**config.mk**
```make
export PLATFORM = sky130hd
export DESIGN_NAME = tcd_timer_ctl
export DESIGN_NICKNAME = d
export VERILOG_FILES = /design/src/pkg/tcd_pkg.sv /design/src/rtl/tcd_tick_div.sv /design/src/rtl/tcd_timer_ctl.sv
export VERILOG_INCLUDE_DIRS = /design/src /design/src/pkg
export SDC_FILE = /design/constraint.sdc
export NUM_CORES = 1
export LEC_CHECK = 0
export ABC_AREA = 1
export BUFFER_PORTS_ARGS = -buffer_cell sky130_fd_sc_hd__buf_2
export CORE_MARGIN = 2
export CORE_UTILIZATION = 61
export DETAILED_ROUTE_END_ITERATION = 12
export PLACE_DENSITY = 0.81
export SETUP_SLACK_MARGIN = 0.4
export SYNTH_ARGS = -nofsm -noshare
export SYNTH_HDL_FRONTEND = slang
export SYNTH_HIERARCHICAL = 1
export SYNTH_SLANG_ARGS = --single-unit
```
**constraint.sdc**
```tcl
create_clock -name pclk -period 6.7 [get_ports pclk]
set_input_delay 1.34 -clock pclk [delete_from_list [all_inputs] [get_ports pclk]]
set_output_delay 1.34 -clock pclk [all_outputs]
set_load 0.02 [all_outputs]
```
**src/pkg/tcd_params.svh**
```systemverilog
// Purpose: Offsets, field positions, reset values and codes of the timer control block.
// Assumes: 8-bit byte addresses on APB, one 32-bit word per register.
// Notes: Included by tcd_pkg only.
`ifndef TCD_PARAMS_SVH
`define TCD_PARAMS_SVH

// ****************************************************************
// Widths
// ****************************************************************
`define TCD_CNT_W 16
`define TCD_AW 8

// ****************************************************************
// Register byte offsets
// ****************************************************************
`define TCD_OFF_CTL0 8'h00
`define TCD_OFF_MSTR 8'h04
`define TCD_OFF_SLV 8'h08
`define TCD_OFF_DMAEN 8'h0C
`define TCD_OFF_STAT 8'h10
`define TCD_OFF_DBG 8'h14
`define TCD_OFF_CNT 8'h24
`define TCD_OFF_PSC 8'h28
`define TCD_OFF_CAR 8'h2C
`define TCD_OFF_CV0 8'h34
`define TCD_OFF_DMA_CONFIGURATION 8'h48
`define TCD_OFF_DMA_TRANSFER_BUFFER 8'h4C

// ****************************************************************
// Control register 0 fields
// ****************************************************************
`define TCD_CTL0_W 10
`define TCD_CTL0_RST 10'h000
`define TCD_CEN 0
`define TCD_UPDIS 1
`define TCD_SPM 3
`define TCD_DIR 4
`define TCD_CAM 6:5
`define TCD_RELOAD_SHADOW_ENABLE 7
`define TCD_SAMPLE_CLOCK_DIVIDE 9:8

// ****************************************************************
// Own register fields and codes
// ****************************************************************
`define TCD_MSTR_F 6:4
`define TCD_SLV_MODE 2:0
`define TCD_SLV_TSEL 7:4
`define TCD_DCFG_TA 4:0
`define TCD_DCFG_TC 12:8
`define TCD_MTS_RUN 3'h1
`define TCD_MTS_UPD 3'h2
`define TCD_MTS_OC0 3'h4
`define TCD_SM_EXT1 3'h1
`define TCD_SM_PAUSE 3'h2
`define TCD_SM_EVENT 3'h3
`define TCD_TS_EXT 4'h1
`define TCD_TS_EVT 4'h3
`define TCD_CAM_EDGE 2'h0
`define TCD_CAM_DOWN 2'h1
`define TCD_CAM_UP 2'h2
`define TCD_SAMPLE_CLOCK_DIVIDE_2 2'h1
`define TCD_SAMPLE_CLOCK_DIVIDE_4 2'h2
`define TCD_CNT_RST 16'h0000
`define TCD_CAR_RST 16'hFFFF

`endif

```
**src/pkg/tcd_pkg.sv**
```systemverilog
// Purpose: Types shared by the timer control block.
// Assumes: Constants come from tcd_params.svh.
// Notes: None.
package tcd_pkg;
`include "tcd_params.svh"

    typedef logic [`TCD_CNT_W-1:0] tcd_cnt_t;

    typedef struct packed {
        logic psel;
        logic penable;
        logic pwrite;
        logic [`TCD_AW-1:0] paddr;
        logic [31:0] pwdata;
    } tcd_apb_s;

    typedef struct packed {
        logic [31:0] prdata;
        logic pready;
        logic pslverr;
    } tcd_apb_rsp_s;

    typedef struct packed {
        logic [`TCD_CTL0_W-1:0] ctl0;
        logic [2:0] mts;
        logic [2:0] smode;
        logic [3:0] tsel;
        logic [1:0] dmaen;
        logic [1:0] flags;
        logic hold;
        tcd_cnt_t cnt;
        tcd_cnt_t psc;
        tcd_cnt_t auto_reload_value;
        tcd_cnt_t car_sh;
        tcd_cnt_t cv;
        logic dir_hw;
        logic ocref;
        logic trg_q;
        logic trgo;
        logic [4:0] dma_ta;
        logic [4:0] dma_tc;
        logic [4:0] dma_idx;
        logic [4:0] dma_left;
        logic dma_pend;
        logic dma_req;
        logic [31:0] rdata;
    } tcd_state_s;

endpackage : tcd_pkg

```
**src/rtl/tcd_tick_div.sv**
```systemverilog
// Purpose: Enable divider giving one tick every ratio+1 enabled cycles.
// Assumes: Single clock; en marks the cycles that count.
// Notes: A ratio of zero ticks on every enabled cycle.
`timescale 1ns/100ps
module tcd_tick_div #(
    parameter int W = 16
) (
    // Clock and reset
    input wire logic clk,
    input wire logic rst_n,
    // Control
    input wire logic en,
    input wire logic [W-1:0] ratio,
    // Tick
    output logic tick
);
    logic [W-1:0] cnt_q;
    logic [W-1:0] cnt_d;

    assign tick = en && (cnt_q >= ratio);

    always_comb
    begin
        cnt_d = cnt_q;
        if (en)
        begin
            cnt_d = (cnt_q >= ratio) ? '0 : cnt_q + 1'b1;
        end
    end

    always_ff @(posedge clk or negedge rst_n)
    begin
        if (!rst_n)
        begin
            cnt_q <= '0;
        end
        else
        begin
            cnt_q <= cnt_d;
        end
    end
endmodule : tcd_tick_div

```
**src/rtl/tcd_timer_ctl.sv**
```systemverilog
// Purpose: Timer counter core with chaining, burst DMA remap, debug hold and control 0.
// Assumes: APB slave with zero wait states; trigger and halt come from pclk logic.
// Notes: Read data is captured in the setup cycle and shown in the access cycle.
`timescale 1ns/100ps
// Functional notes
// - Trigger select 010 outputs update pulse
// - Trigger select 001 outputs counter run state
// - Trigger select 100 outputs channel 0 reference
// - External clock mode counts trigger rising edges
// - Event mode trigger sets run bit
// - Event mode resumes without clearing counter
// - Trigger code 0011 selects master for event
// - Pause mode counts only while trigger high
// - Enabled event raises a DMA request
// - Buffer access is redirected to selected register
// - Burst issues count plus one requests
// - Burst target advances one word each access
// - New event restarts burst from start
// - Debug halt with hold bit stops counter
// - Sample clock divides by one, two, four
// - Shadow bit buffers the reload value
// - Code 00 is edge aligned using direction
// - Code 01 flags compare only counting down
// - Code 10 flags compare only counting up
// - Code 11 flags compare both directions
// - Alignment locked edge aligned while running
// - Direction bit read only when center aligned
module tcd_timer_ctl
    import tcd_pkg::*;
(
    // Clock and reset
    input wire logic pclk,
    input wire logic presetn,
    // Register bus
    input wire tcd_apb_s apb_i,
    output tcd_apb_rsp_s apb_o,
    // Chaining
    input wire logic trig_in,
    output logic trgo,
    // DMA and debug
    output logic dma_req,
    input wire logic dbg_halt,
    // Sample clock enable
    output logic dts_tick
);
    tcd_state_s q;
    tcd_state_s d;
    logic [`TCD_AW-1:0] a;
    logic [4:0] tgt;
    logic [31:0] rd_val;
    logic rd_hit;
    logic wr_acc;
    logic tb_acc;
    logic trig_c;
    logic trig_rise;
    logic halted;
    logic src_en;
    logic pre_tick;
    logic upd;
    logic cmp;
    logic [1:0] count_alignment_select;
    logic dir;
    logic [1:0] dts_ratio;
    logic [31:0] wd;
    tcd_cnt_t arr;

    // ****************************************************************
    // Bus decode and buffer remapping
    // ****************************************************************
    assign tgt = q.dma_ta + q.dma_idx;
    assign a = (apb_i.paddr == `TCD_OFF_DMA_TRANSFER_BUFFER) ? {1'b0, tgt, 2'b00} : apb_i.paddr;
    assign wr_acc = apb_i.psel && apb_i.penable && apb_i.pwrite;
    assign tb_acc = apb_i.psel && apb_i.penable && (apb_i.paddr == `TCD_OFF_DMA_TRANSFER_BUFFER);
    assign wd = apb_i.pwdata;
    assign count_alignment_select = q.ctl0[`TCD_CAM];
    assign dir = (count_alignment_select == `TCD_CAM_EDGE) ? q.ctl0[`TCD_DIR] : q.dir_hw;

    always_comb
    begin
        rd_hit = 1'b1;
        rd_val = 32'h0000_0000;
        unique case (a)
            `TCD_OFF_CTL0: rd_val = {22'h00_0000, q.ctl0[9:5], dir, q.ctl0[3:0]};
            `TCD_OFF_MSTR: rd_val = {25'h000_0000, q.mts, 4'h0};
            `TCD_OFF_SLV: rd_val = {24'h00_0000, q.tsel, 1'b0, q.smode};
            `TCD_OFF_DMAEN: rd_val = {30'h0000_0000, q.dmaen};
            `TCD_OFF_STAT: rd_val = {30'h0000_0000, q.flags};
            `TCD_OFF_DBG: rd_val = {31'h0000_0000, q.hold};
            `TCD_OFF_CNT: rd_val = {16'h0000, q.cnt};
            `TCD_OFF_PSC: rd_val = {16'h0000, q.psc};
            `TCD_OFF_CAR: rd_val = {16'h0000, q.auto_reload_value};
            `TCD_OFF_CV0: rd_val = {16'h0000, q.cv};
            `TCD_OFF_DMA_CONFIGURATION: rd_val = {19'h0_0000, q.dma_tc, 3'h0, q.dma_ta};
            `TCD_OFF_DMA_TRANSFER_BUFFER: rd_val = 32'h0000_0000;
            default: rd_hit = 1'b0;
        endcase
    end

    assign apb_o.prdata = q.rdata;
    assign apb_o.pready = 1'b1;
    assign apb_o.pslverr = apb_i.psel && apb_i.penable && !rd_hit;

    // ****************************************************************
    // Count source selection
    // ****************************************************************
    assign trig_c = ((q.tsel == `TCD_TS_EXT) || (q.tsel == `TCD_TS_EVT)) && trig_in;
    assign trig_rise = trig_c && !q.trg_q;
    assign halted = dbg_halt && q.hold;

    always_comb
    begin
        src_en = q.ctl0[`TCD_CEN] && !halted;
        if (q.smode == `TCD_SM_EXT1)
        begin
            src_en = src_en && trig_rise;
        end
        else if (q.smode == `TCD_SM_PAUSE)
        begin
            src_en = src_en && trig_c;
        end
    end

    tcd_tick_div #(
        .W(`TCD_CNT_W)
    ) u_presc (
        .clk(pclk),
        .rst_n(presetn),
        .en(src_en),
        .ratio(q.psc),
        .tick(pre_tick)
    );

    always_comb
    begin
        unique case (q.ctl0[`TCD_SAMPLE_CLOCK_DIVIDE])
            `TCD_SAMPLE_CLOCK_DIVIDE_2: dts_ratio = 2'h1;
            `TCD_SAMPLE_CLOCK_DIVIDE_4: dts_ratio = 2'h3;
            default: dts_ratio = 2'h0;
        endcase
    end

    tcd_tick_div #(
        .W(2)
    ) u_dts (
        .clk(pclk),
        .rst_n(presetn),
        .en(1'b1),
        .ratio(dts_ratio),
        .tick(dts_tick)
    );

    assign arr = q.ctl0[`TCD_RELOAD_SHADOW_ENABLE] ? q.car_sh : q.auto_reload_value;

    // ****************************************************************
    // Next state
    // ****************************************************************
    always_comb
    begin
        d = q;
        upd = 1'b0;
        cmp = 1'b0;
        d.trg_q = trig_c;
        if (apb_i.psel && !apb_i.penable && !apb_i.pwrite)
        begin
            d.rdata = rd_val;
        end
        if (wr_acc)
        begin
            unique case (a)
                `TCD_OFF_CTL0:
                begin
                    d.ctl0 = wd[`TCD_CTL0_W-1:0];
                    if (count_alignment_select != `TCD_CAM_EDGE)
                    begin
                        d.ctl0[`TCD_DIR] = q.ctl0[`TCD_DIR];
                    end
                    if (q.ctl0[`TCD_CEN] && count_alignment_select == `TCD_CAM_EDGE)
                    begin
                        d.ctl0[`TCD_CAM] = `TCD_CAM_EDGE;
                    end
                end
                `TCD_OFF_MSTR: d.mts = wd[`TCD_MSTR_F];
                `TCD_OFF_SLV:
                begin
                    d.smode = wd[`TCD_SLV_MODE];
                    d.tsel = wd[`TCD_SLV_TSEL];
                end
                `TCD_OFF_DMAEN: d.dmaen = wd[1:0];
                `TCD_OFF_STAT: d.flags = q.flags & wd[1:0];
                `TCD_OFF_DBG: d.hold = wd[0];
                `TCD_OFF_CNT: d.cnt = wd[`TCD_CNT_W-1:0];
                `TCD_OFF_PSC: d.psc = wd[`TCD_CNT_W-1:0];
                `TCD_OFF_CAR: d.auto_reload_value = wd[`TCD_CNT_W-1:0];
                `TCD_OFF_CV0: d.cv = wd[`TCD_CNT_W-1:0];
                `TCD_OFF_DMA_CONFIGURATION:
                begin
                    d.dma_ta = wd[`TCD_DCFG_TA];
                    d.dma_tc = wd[`TCD_DCFG_TC];
                end
                default: d.dma_ta = q.dma_ta;
            endcase
        end
        if (pre_tick)
        begin
            if (count_alignment_select == `TCD_CAM_EDGE)
            begin
                if (!q.ctl0[`TCD_DIR])
                begin
                    d.cnt = (q.cnt >= arr) ? '0 : q.cnt + 1'b1;
                    upd = (q.cnt >= arr);
                end
                else
                begin
                    d.cnt = (q.cnt == '0) ? arr : q.cnt - 1'b1;
                    upd = (q.cnt == '0);
                end
            end
            else if (!q.dir_hw)
            begin
                upd = (q.cnt >= arr);
                d.dir_hw = upd;
                d.cnt = upd ? q.cnt - 1'b1 : q.cnt + 1'b1;
            end
            else
            begin
                upd = (q.cnt == '0);
                d.dir_hw = !upd;
                d.cnt = upd ? q.cnt + 1'b1 : q.cnt - 1'b1;
            end
            unique case (count_alignment_select)
                `TCD_CAM_DOWN: cmp = (d.cnt == q.cv) && d.dir_hw;
                `TCD_CAM_UP: cmp = (d.cnt == q.cv) && !d.dir_hw;
                default: cmp = (d.cnt == q.cv);
            endcase
        end
        upd = upd && !q.ctl0[`TCD_UPDIS];
        d.ocref = (d.cnt < q.cv);
        if (upd)
        begin
            d.car_sh = q.auto_reload_value;
            d.flags[0] = 1'b1;
            if (q.ctl0[`TCD_SPM])
            begin
                d.ctl0[`TCD_CEN] = 1'b0;
            end
        end
        if (cmp)
        begin
            d.flags[1] = 1'b1;
        end
        if (q.smode == `TCD_SM_EVENT && trig_rise)
        begin
            d.ctl0[`TCD_CEN] = 1'b1;
        end
        unique case (q.mts)
            `TCD_MTS_RUN: d.trgo = d.ctl0[`TCD_CEN];
            `TCD_MTS_UPD: d.trgo = upd;
            `TCD_MTS_OC0: d.trgo = d.ocref;
            default: d.trgo = 1'b0;
        endcase
        if (q.dma_pend && !q.dma_req)
        begin
            d.dma_req = 1'b1;
            d.dma_pend = 1'b0;
        end
        if (tb_acc)
        begin
            d.dma_idx = q.dma_idx + 5'h01;
            d.dma_req = 1'b0;
            d.dma_pend = (q.dma_left != 5'h00);
            d.dma_left = (q.dma_left != 5'h00) ? q.dma_left - 5'h01 : 5'h00;
        end
        if ((upd && q.dmaen[0]) || (cmp && q.dmaen[1]))
        begin
            d.dma_req = 1'b1;
            d.dma_pend = 1'b0;
            d.dma_idx = 5'h00;
            d.dma_left = q.dma_tc;
        end
    end

    // ****************************************************************
    // State register
    // ****************************************************************
    always_ff @(posedge pclk or negedge presetn)
    begin
        if (!presetn)
        begin
            q <= '0;
            q.ctl0 <= `TCD_CTL0_RST;
            q.cnt <= `TCD_CNT_RST;
            q.auto_reload_value <= `TCD_CAR_RST;
            q.car_sh <= `TCD_CAR_RST;
        end
        else
        begin
            q <= d;
        end
    end

    assign trgo = q.trgo;
    assign dma_req = q.dma_req;
endmodule : tcd_timer_ctl

```
After elaboration in Yosys (flattened, before gate mapping)
Cells that the tools add are included.
{"block": "word_totals", "ff_bits": 180, "latch_bits": 0, "ramBits": 0, "mem_bits_ro": 0, "memories": 0}
{"block": "classes", "add_sub_neg": 7, "multipliers": 0, "div": 0, "n_lt_le_gt_ge": 4, "eq_ne": 25, "n_shift": 0, "mux": 49, "n_bitwise": 2, "n_reduce_logical": 56}
{"cell": "16-bit 2-to-1 mux", "count": 14}
{"cell": "16-bit one-hot mux with 11 select lines", "count": 1}
{"cell": "64-bit 2-to-1 mux", "count": 1}
{"cell": "16-bit by 1-bit adder with 16-bit output (second input constant)", "count": 2}
{"cell": "8-bit by 6-bit equality test with 1-bit output (second input constant)", "count": 4}
{"cell": "16-bit greater-or-equal comparator", "count": 2}
{"cell": "8-bit by 7-bit equality test with 1-bit output (second input constant)", "count": 3}
{"cell": "12-bit 2-to-1 mux", "count": 2}
{"cell": "2-bit AND reduction", "count": 11}
{"cell": "1-bit logical AND", "count": 21}
{"cell": "1-bit 2-to-1 mux", "count": 19}
{"cell": "16-bit equality test", "count": 1}
{"cell": "8-bit by 4-bit equality test with 1-bit output (second input constant)", "count": 2}
{"cell": "8-bit by 5-bit equality test with 1-bit output (second input constant)", "count": 2}
{"cell": "16-bit logical NOT", "count": 1}
{"cell": "16-bit less-than comparator", "count": 1}
{"cell": "16-bit by 1-bit subtractor with 16-bit output (second input constant)", "count": 1}
{"cell": "2-bit nonzero test", "count": 6}
{"cell": "12-bit OR reduction", "count": 1}
{"cell": "2-bit 2-to-1 mux", "count": 5}
{"cell": "3-bit by 2-bit equality test with 1-bit output (second input constant)", "count": 3}
{"cell": "1-bit logical NOT", "count": 9}
{"cell": "8-bit by 3-bit equality test with 1-bit output (second input constant)", "count": 1}
{"cell": "8-bit logical NOT", "count": 1}
{"cell": "other kinds (25)", "count": 29}

Longest topological paths before layout
Gate-level depths: netlist of the first run.
{"block": "depth", "word_depth": 15, "ltp_mapped": 31, "depth_no_buf": 30}

Modules after synthesis
The synthesis of the first run kept the hierarchy.
{"mod": "tcd_timer_ctl", "n_inst": 1, "cells_each": 1411, "area_each_um2": 10074.7}
{"mod": "tcd_tick_div at u_presc", "n_inst": 1, "cells_each": 174, "area_each_um2": 1375.1}
{"mod": "tcd_tick_div at u_dts", "n_inst": 1, "cells_each": 21, "area_each_um2": 148.9}

Worst setup path after synthesis of the first run
OpenSTA, ideal clock, no wires.
{"block": "synth_timing", "path_type": "input to output", "from": "input apb_i[33] (netlist bit)", "to": "output apb_o[0] (netlist bit)", "t_arrival_ps": 3487, "required_ps": 5360, "setup_slack_ps": 1873, "stages": 11, "path_buffers": 0, "cell_sequence": "nor2_2 nand3_1 nor2_2 nand2_1 nand2_1 inv_1 nand2_1 nor3_2 nand2_2 nand3_1 a2111oi_0"}
{"element": "start: declaration", "line": "tcd_timer_ctl.sv:35", "rtl": "input wire tcd_apb_s apb_i,"}
{"element": "end: declaration", "line": "tcd_timer_ctl.sv:36", "rtl": "output tcd_apb_rsp_s apb_o,"}

==> key figures, run 1 <==
Worst setup path
  – CP startpoint kind: input pin
  – Crit Path Category: in2out
  – CP Data Required Time: 5.36 ns
  – Worst Path Max Fanout: 7
  – Critical Path End Type: primary output
  – Data arrival, critical path: 3.54 ns
  – CP most frequent cell: nand2_1
  – Crit path buf inv count: 3
  – CP max stage cell: a2111oi_0
  – Crit-path cells: buf_2, nor2_2, nand3_1, nor2_2, nand2_1, nand2_1, inv_1, nand2_1, nor3_2, nand2_2, nand3_1, a2111oi_0, buf_2
  – Slowest stage delay, CP: 0.44 ns
  – Delay-heaviest family, CP: simple AND/OR/NAND/NOR gates

Die
  – Total core area: 18,700 sq um
  – Die Area: 20,100 sq um
  – Die Wd: 142 microns
  – Rows: 50
  – Die height: 142 microns
  – Num ports: 84
  – Initial Utilization: 0.620

Clocking
  – CTS tree: yes
  – Root Driver: clkbuf_16
  – PostCTS Resize Cnt: 0
  – CTS Buf Count: 17
  – Setup bufs post-CTS: 0
  – Clock-pin slew of the registers on the worst-case setup and hold paths: 0.06 ns
  – # clock sinks: 164
  – Later-pin clock latency in the skew report: 0.44 ns
  – Bufs on Longest Clock Path: 2
  – H-tree levels: 4
  – CTS Hold Buffers Added: 0

Drt
  – Pre-antenna DRT Iters: 6
  – Metal3 WL: 2990 microns
  – Wire length on met2: 15,900 microns
  – Drt wl/cell: 18.7 microns
  – Via count: 11,100
  – DRT Wirelength: 34,900 microns
  – Antenna viol nets, final: 0
  – Number of DRC markers in iteration 0: 1,328
  – DRC violations left: 0
  – Top Metal Used: met4
  – DR vias/cell: 5.97
  – DRT met1 WL: 14,300 microns

Power and ir drop
  – Pwr dens: 226 nW/um^2
  – Total power: 2800 uW
  – Leak: 0.00608 uW
  – Max VDD drop: 0.191 mV

Timing
  – Final period utilization: 0.728
  – Worst clock skew: 0.0112 ns
  – Final worst path period need: 4.88 ns
  – Max-slew violation count: 0
  – Max Freq: 0.205 GHz
  – Setup WS post-layout: 1.82 ns
  – Slew HR: 0.217
  – RSZ-0062 raised after global routing: false
  – Setup violators final: 0
  – Worst-margin pin slew: 1.16 ns
  – Final hold vios: 0
  – Final TNS setup: 0 ns

Outcome
  – Outcome: finished, final reports clean

GRT
  – Largest net degree at the start of global routing: 111
  – Grt ovf: 0
  – Initial antenna violation count: 0
  – Vias in the first global route: 10,600
  – Tot GR Track Use: 0.355
  – First-pass GRT wire length: 55,500 microns

Layout
  – Non-Filler Instances: 1,866
  – Layout cell share with drive strength beyond 1: 0.120
  – Nets: 1,729
  – # diodes: 0
  – P&R area growth vs syn: 6.46%

Worst hold path
  – Hold/Removal Path Class: reg2reg

Synth
  – Yosys warns: 6
  – Gate Count Post-Synth: 1,606
  – Async SR Flop Fraction: 1.00
  – Seq cells post-synth: 164
  – Synthesized cell area: 11,600 sq um
  – Syn avg cell area: 7.22 sq um
  – Post-synthesis sequential area ratio: 0.357
  – Top FF cell, synth: dfrtp_1
  – Post-synthesis cell type count: 57
  – Post-synth EDFFs: 0

Placed design
  – Worst Setup Slack post-DPL: 1.91 ns
  – HPWL after detailed placement: 26,000 microns
  – # port buffers: 50
  – Placed instance count: 1,835
  – Final Wtd Congestion: 1.01

Flow run
  – Max-cap violations: 0
-- layout make-up --
| cell class | count | area, sq um |
|---|---|---|
| well taps | 234 | 293 |
| repair buffers | 57 | 309 |
| clock buffers | 23 | 468 |
| clock inverters | 8 | 101 |
| inverters | 196 | 736 |
| fillers | 1662 | 6360 |
| flip-flops and latches | 164 | 4140 |
| multi-input cells | 1184 | 6300 |
-- Yosys cell counts, drive strengths merged (6+ instances only) --
library cell | number | area (sq um)
a21oi | 70 | 410
a221oi | 6 | 52.6
buf | 53 | 394
clkbuf | 30 | 113
dfrtp | 132 | 3300
dfstp | 32 | 841
ha | 61 | 763
inv | 194 | 728
nand2 | 472 | 1810
nand3 | 107 | 576
nand4 | 34 | 228
nor2 | 106 | 523
nor3 | 20 | 121
o21ai | 193 | 970
o22ai | 17 | 106
xnor2 | 9 | 78.8
xor2 | 26 | 228
-- path summary, 6_finish.rpt --
path / end / slack (ns) / startpoint / cells after the start
setup / recovery: apb_o[0] / 1.82 / apb_i[33] / 13
hold / removal: apb_o[5]$_DFFE_PN0P_ / 0.48 / apb_o[5]$_DFFE_PN0P_ / 2
setup reg to reg: trgo$_DFF_PN0_ / 2.01 / q[160]$_DFFE_PN0P_ / 20
hold reg to reg: apb_o[5]$_DFFE_PN0P_ / 0.48 / apb_o[5]$_DFFE_PN0P_ / 2
min in group asynchronous: q[41]$_DFFE_PN0P_ / 1.01 / presetn / 1
max in group asynchronous: q[69]$_DFFE_PN0P_ / 4.32 / presetn / 2
-- through the flow --
step | util | hold WS (ns) | instance area [sq um]
detailed placement | 0.630 | 0.464 | 11800
global placement | 0.630 | 0.462 | 11800
floorplan | - | 0.450 | 11700
CTS | 0.660 | 0.481 | 12300
global route | 0.660 | 0.498 | 12300
finish | 0.660 | 0.476 | 12300
-- layer usage --
metal  vias up  global-route usage
met4         0               0.163
met5         -                   0
met1      5229               0.472
li1       5247                   -
met2       564               0.575
met3       104              0.0574
-- placed cells by master (no fill, tap or decap), types with 16 or more instances in the layout --
cell type,netlist,routed
conb_1,2,23
nor2_2,16,16
ha_1,61,61
clkbuf_16,0,17
dfrtp_1,132,132
inv_1,181,181
nand4_1,33,33
o21ai_0,168,168
o22ai_1,17,17
nand3_1,102,102
nand2_1,462,462
a21oi_2,16,16
a21oi_1,54,54
nor2_1,81,81
dfstp_2,32,32
buf_2,9,49
nor3_1,17,17
xor2_1,26,26
o21ai_1,24,24
-- power breakdown --
part / internal (uW) / total [uW] / switching, uW
Sequential: 1030 / 1110 / 78.0
Clock: 568 / 969 / 402
Combinational: 229 / 717 / 488
-- state kept, by name, summed over array words and instances (netlist names) --
| name | cells |
|---|---|
| apb_o | 16 |
| count_alignment_select | 2 |
| dma_req | 1 |
| q | 126 |
| trgo | 1 |
| u_dts/cnt_q | 2 |
| u_presc/cnt_q | 16 |
-- worst register-to-register path, stage by stage (launching register included) --
cell and delay [ns]:
dfrtp_1 0.48, inv_2 0.27, or2_2 0.35, o21ai_0 0.15
ha_1 0.32, nand2_1 0.06, nand2_1 0.06, nand2_1 0.06
a21oi_1 0.07, nor2_2 0.53, nand2_2 0.41, inv_1 0.23
nand2_1 0.11, nand3_1 0.11, nand3_1 0.10, o21ai_0 0.27
ha_1 0.33, a211oi_1 0.30, o221a_2 0.23, nand2_1 0.11
nand2_1 0.09
-- kinds of logic after synthesis --
| family | count (synthesis) | share of synthesized area |
|---|---|---|
| DFF | 164 | 0.357 |
| xor gates and xnor gates | 35 | 0.0264 |
| AOI/OAI and AO/OA | 315 | 0.154 |
| adders and majority gates | 62 | 0.0675 |
| buffers and inverters | 279 | 0.107 |
| other | 2 | 0.000647 |
| muxes | 1 | 0.000971 |
| and+or+nand+nor | 748 | 0.286 |
(Power assumes the default switching activity.)
==> inputs of run 2 (changes only) <==
--- a/config.mk
+++ b/config.mk
@@ -9,9 +9,9 @@
 export ABC_AREA = 1
 export BUFFER_PORTS_ARGS = -buffer_cell sky130_fd_sc_hd__buf_2
 export CORE_MARGIN = 2
-export CORE_UTILIZATION = 61
+export CORE_UTILIZATION = 56
 export DETAILED_ROUTE_END_ITERATION = 12
-export PLACE_DENSITY = 0.81
+export PLACE_DENSITY = 0.78
 export SETUP_SLACK_MARGIN = 0.4
 export SYNTH_ARGS = -nofsm -noshare
 export SYNTH_HDL_FRONTEND = slang
==> constraint.sdc (replaced) <==
create_clock -name pclk -period 4.1 [get_ports pclk]
set_input_delay 0.82 -clock pclk [delete_from_list [all_inputs] [get_ports pclk]]
set_output_delay 0.82 -clock pclk [all_outputs]
set_load 0.02 [all_outputs]
==> run 2 against run 1 <==
Net effect: worst setup slack worse by 1.3 ns; clock-buffer cell count is 3 lower; clock skew is 0.0019 ns lower; register-to-register slack worse by 1.5 ns; utilization is 0.52 points lower; design area is 7.7% higher; sequential cell count stayed put; die area is 8.7% higher; routed wire length is 6.2% higher; sequential share of layout area is 2.4 points lower.
==> key figures, run 2 (same netlist as run 1, synthesis figures left out) <==
Layout
  – # diodes: 0 (unchanged)
  – Nets: 1,786 (+3.3%)
  – Non-Filler Instances: 1,960 (+5.0%)
  – Most frequent cells in the layout: nand2_1 (441), inv_1 (179), o21ai_0 (141)
  – Max FFs per register: 126 (unchanged)
  – Most common cell after layout, fill and taps aside: nand2_1
  – Fill cell count: 1,780 (+7.1%)
  – Layout cell share with drive strength beyond 1: 0.196 (+0.0758)
  – P&R area growth vs syn: 14.6%
  – Biggest register: q
  – Fin util: 0.655 (-0.00518)

GRT
  – Grt ovf: 0 (unchanged)
  – First-pass GRT wire length: 57,100 microns (+2.9%)
  – Vias in the first global route: 10,700 (+1.5%)
  – Tot GR Track Use: 0.338 (-0.0175)
  – Largest net degree at the start of global routing: 103 (-7.2%)
  – Initial antenna violation count: 0 (unchanged)

Worst setup path
  – Critical Path End Type: register
  – Slowest stage delay, CP: 0.42 ns (-0.02 ns)
  – CP max stage cell: dfrtp_2
  – Worst Path Max Fanout: 8 (+1)
  – Crit path buf inv count: 5 (+2)
  – Delay-heaviest family, CP: compound AO/OA/AOI/OAI gates
  – CP most frequent cell: nand2_1
  – Crit Path Category: reg2reg
  – Crit-path cells: buf_4, buf_6, o21ai_4, inv_2, ha_1, nand4_1, a21oi_2, nor2_2, buf_6, buf_4, nand3_1, nand3_1, nand2_1, nand2_1, nand2_1, o21ai_1, ha_2, a21oi_2, nor2_2, a211oi_2, o221a_2, nand2_1, nand2_1
  – CP startpoint kind: register
  – CP Data Required Time: 4.48 ns (-0.88 ns)
  – Data arrival, critical path: 3.98 ns (+0.44 ns)

Placed design
  – Placed instance count: 1,911 (+4.1%)
  – # port buffers: 50 (unchanged)
  – HPWL after detailed placement: 27,700 microns (+6.5%)
  – Final Wtd Congestion: 1.02 (+1.5%)

Die
  – Die height: 148 microns (+4.2%)
  – Initial Utilization: 0.571 (-0.0487)
  – Total core area: 20,300 sq um (+8.5%)
  – Die Area: 21,900 sq um (+8.7%)
  – Die Wd: 148 microns (+4.2%)
  – Rows: 52 (+4.0%)
  – Num ports: 84 (unchanged)

Power and ir drop
  – Clk network pwr share: 0.345 (-0.002)
  – Leak: 0.00645 uW (+6.2%)
  – Internal Power: 3130 uW (+71%)
  – Pwr dens: 363 nW/um^2 (+60%)
  – Sw frac: 0.351 (+0.00495)
  – Max VDD drop: 0.265 mV (+39%)
  – Psw: 1700 uW (+75%)
  – Logic gate share of total power: 0.282 (+0.026)
  – Share of power burned in registers: 0.373 (-0.024)

Worst hold path
  – Hold/Removal Path Class: reg2reg

Clocking
  – H-tree levels: 4 (unchanged)
  – CTS Buf Count: 17 (unchanged)
  – CTS tree: yes
  – Clock-pin slew of the registers on the worst-case setup and hold paths: 0.07 ns (about the same)
  – Bufs on Longest Clock Path: 2 (unchanged)
  – # clock sinks: 164 (unchanged)
  – Root Driver: clkbuf_16
  – Later-pin clock latency in the skew report: 0.44 ns (about the same)

Timing
  – Worst-margin pin slew: 0.967 ns (-0.192 ns)
  – Final hold vios: 0 (unchanged)
  – Final period utilization: 0.878
  – Final TNS setup: 0 ns (unchanged)
  – RSZ-0062 raised after global routing: true
  – Slew HR: 0.355 (+0.138)
  – Setup violators final: 0 (unchanged)
  – Max Freq: 0.278 GHz
  – Worst clock skew: 0.00933 ns (-0.00186 ns)
  – Max-slew violation count: 0 (unchanged)
  – Final worst path period need: 3.60 ns

Drt
  – Pre-antenna DRT Iters: 6 (unchanged)
  – Number of DRC markers in iteration 0: 1,197 (-9.9%)
  – Drt wl/cell: 18.9 microns (+1.1%)
  – DRC violations left: 0 (unchanged)
  – DR vias/cell: 5.76 (-3.6%)
  – DRT Wirelength: 37,100 microns (+6.2%)
  – Antenna viol nets, final: 0 (unchanged)
  – Via count: 11,300 (+1.2%)

Flow run
  – Max-cap violations: 0 (unchanged)

Outcome
  – Outcome: finished, final reports clean
==> run 2: cell types whose count changed in the layout (fill, tap and decap cells not counted), sizes merged <==
cell      delta
bufinv       +1
clkbuf       -3
clkinvlp     +4
inv          -1
clkinv       +2
buf         +55
==> run 2: worst min-delay path: stages (launching register included) <==
cell and delay, ns:
dfrtp_1 0.33, nand2_1 0.05, nand2_1 0.05
==> run 2: cell type report <==
class	count	area, sq um	area share
Clock inverter	12	156	0.0118
Multi-Input combinational cell	1184	6650	0.500
Timing Repair inverter	2	25.0	0.00188
Tap cell	270	338	0.0254
Timing Repair Buffer	112	781	0.0587
Clock buffer	20	457	0.0343
Inverter	196	743	0.0559
Sequential cell	164	4150	0.312
==> run 2: metrics by stage <==
| stage | power, uW | instance area [sq um] | hold WS [ns] | setup slack, ns |
|---|---|---|---|---|
| floorplan | 2660 | 11700 | 0.450 | 0.571 |
| global placement | 3020 | 12200 | 0.459 | 0.185 |
| detailed placement | 3040 | 12200 | 0.462 | 0.0713 |
| CTS | 4710 | 12800 | 0.478 | 0.357 |
| global route | 5060 | 13300 | 0.501 | 0.316 |
| finish | 4830 | 13300 | 0.473 | 0.499 |
==> run 2: timing repair <==
action,CTS,global route
endpoints found under the hold margin,0,0
pin swaps,3,32
gates cloned,0,2
setup buffers,3,12
hold buffers,0,0
endpoints found under the setup margin,13,15
resized for setup,17,110
==> run 2: metal layers <==
layer / vias to the layer above / part of all wire / wire [microns] / global-route usage
met4: 0 / 0.048 / 1770 / 0.162
met1: 5270 / 0.40 / 15000 / 0.442
li1: 5377 / - / - / -
met3: 107 / 0.078 / 2900 / 0.0642
met2: 529 / 0.47 / 17400 / 0.543
met5: - / 0 / 0 / 0
==> run 2: power by group through the flow <==
stage	Sequential, uW	Clock (uW)	Combinational (uW)
after floorplan	1780	0	889
after global placement	1820	0	1200
after detailed placement	1830	0	1210
after CTS	1800	1680	1230
after global routing	1810	1740	1510
final	1800	1670	1360
==> run 2: final timing paths <==
path,start,depth (start not counted),endpoint,slack [ns]
max,q[160]$_DFFE_PN0P_,23,trgo$_DFF_PN0_,0.50
max in group asynchronous,presetn,2,apb_o[14]$_DFFE_PN0P_,2.72
min reg2reg,apb_o[4]$_DFFE_PN0P_,2,apb_o[4]$_DFFE_PN0P_,0.47
max reg2reg,q[160]$_DFFE_PN0P_,23,trgo$_DFF_PN0_,0.50
min,apb_o[4]$_DFFE_PN0P_,2,apb_o[4]$_DFFE_PN0P_,0.47
min in group asynchronous,presetn,1,q[133]$_DFF_PN0_,0.48
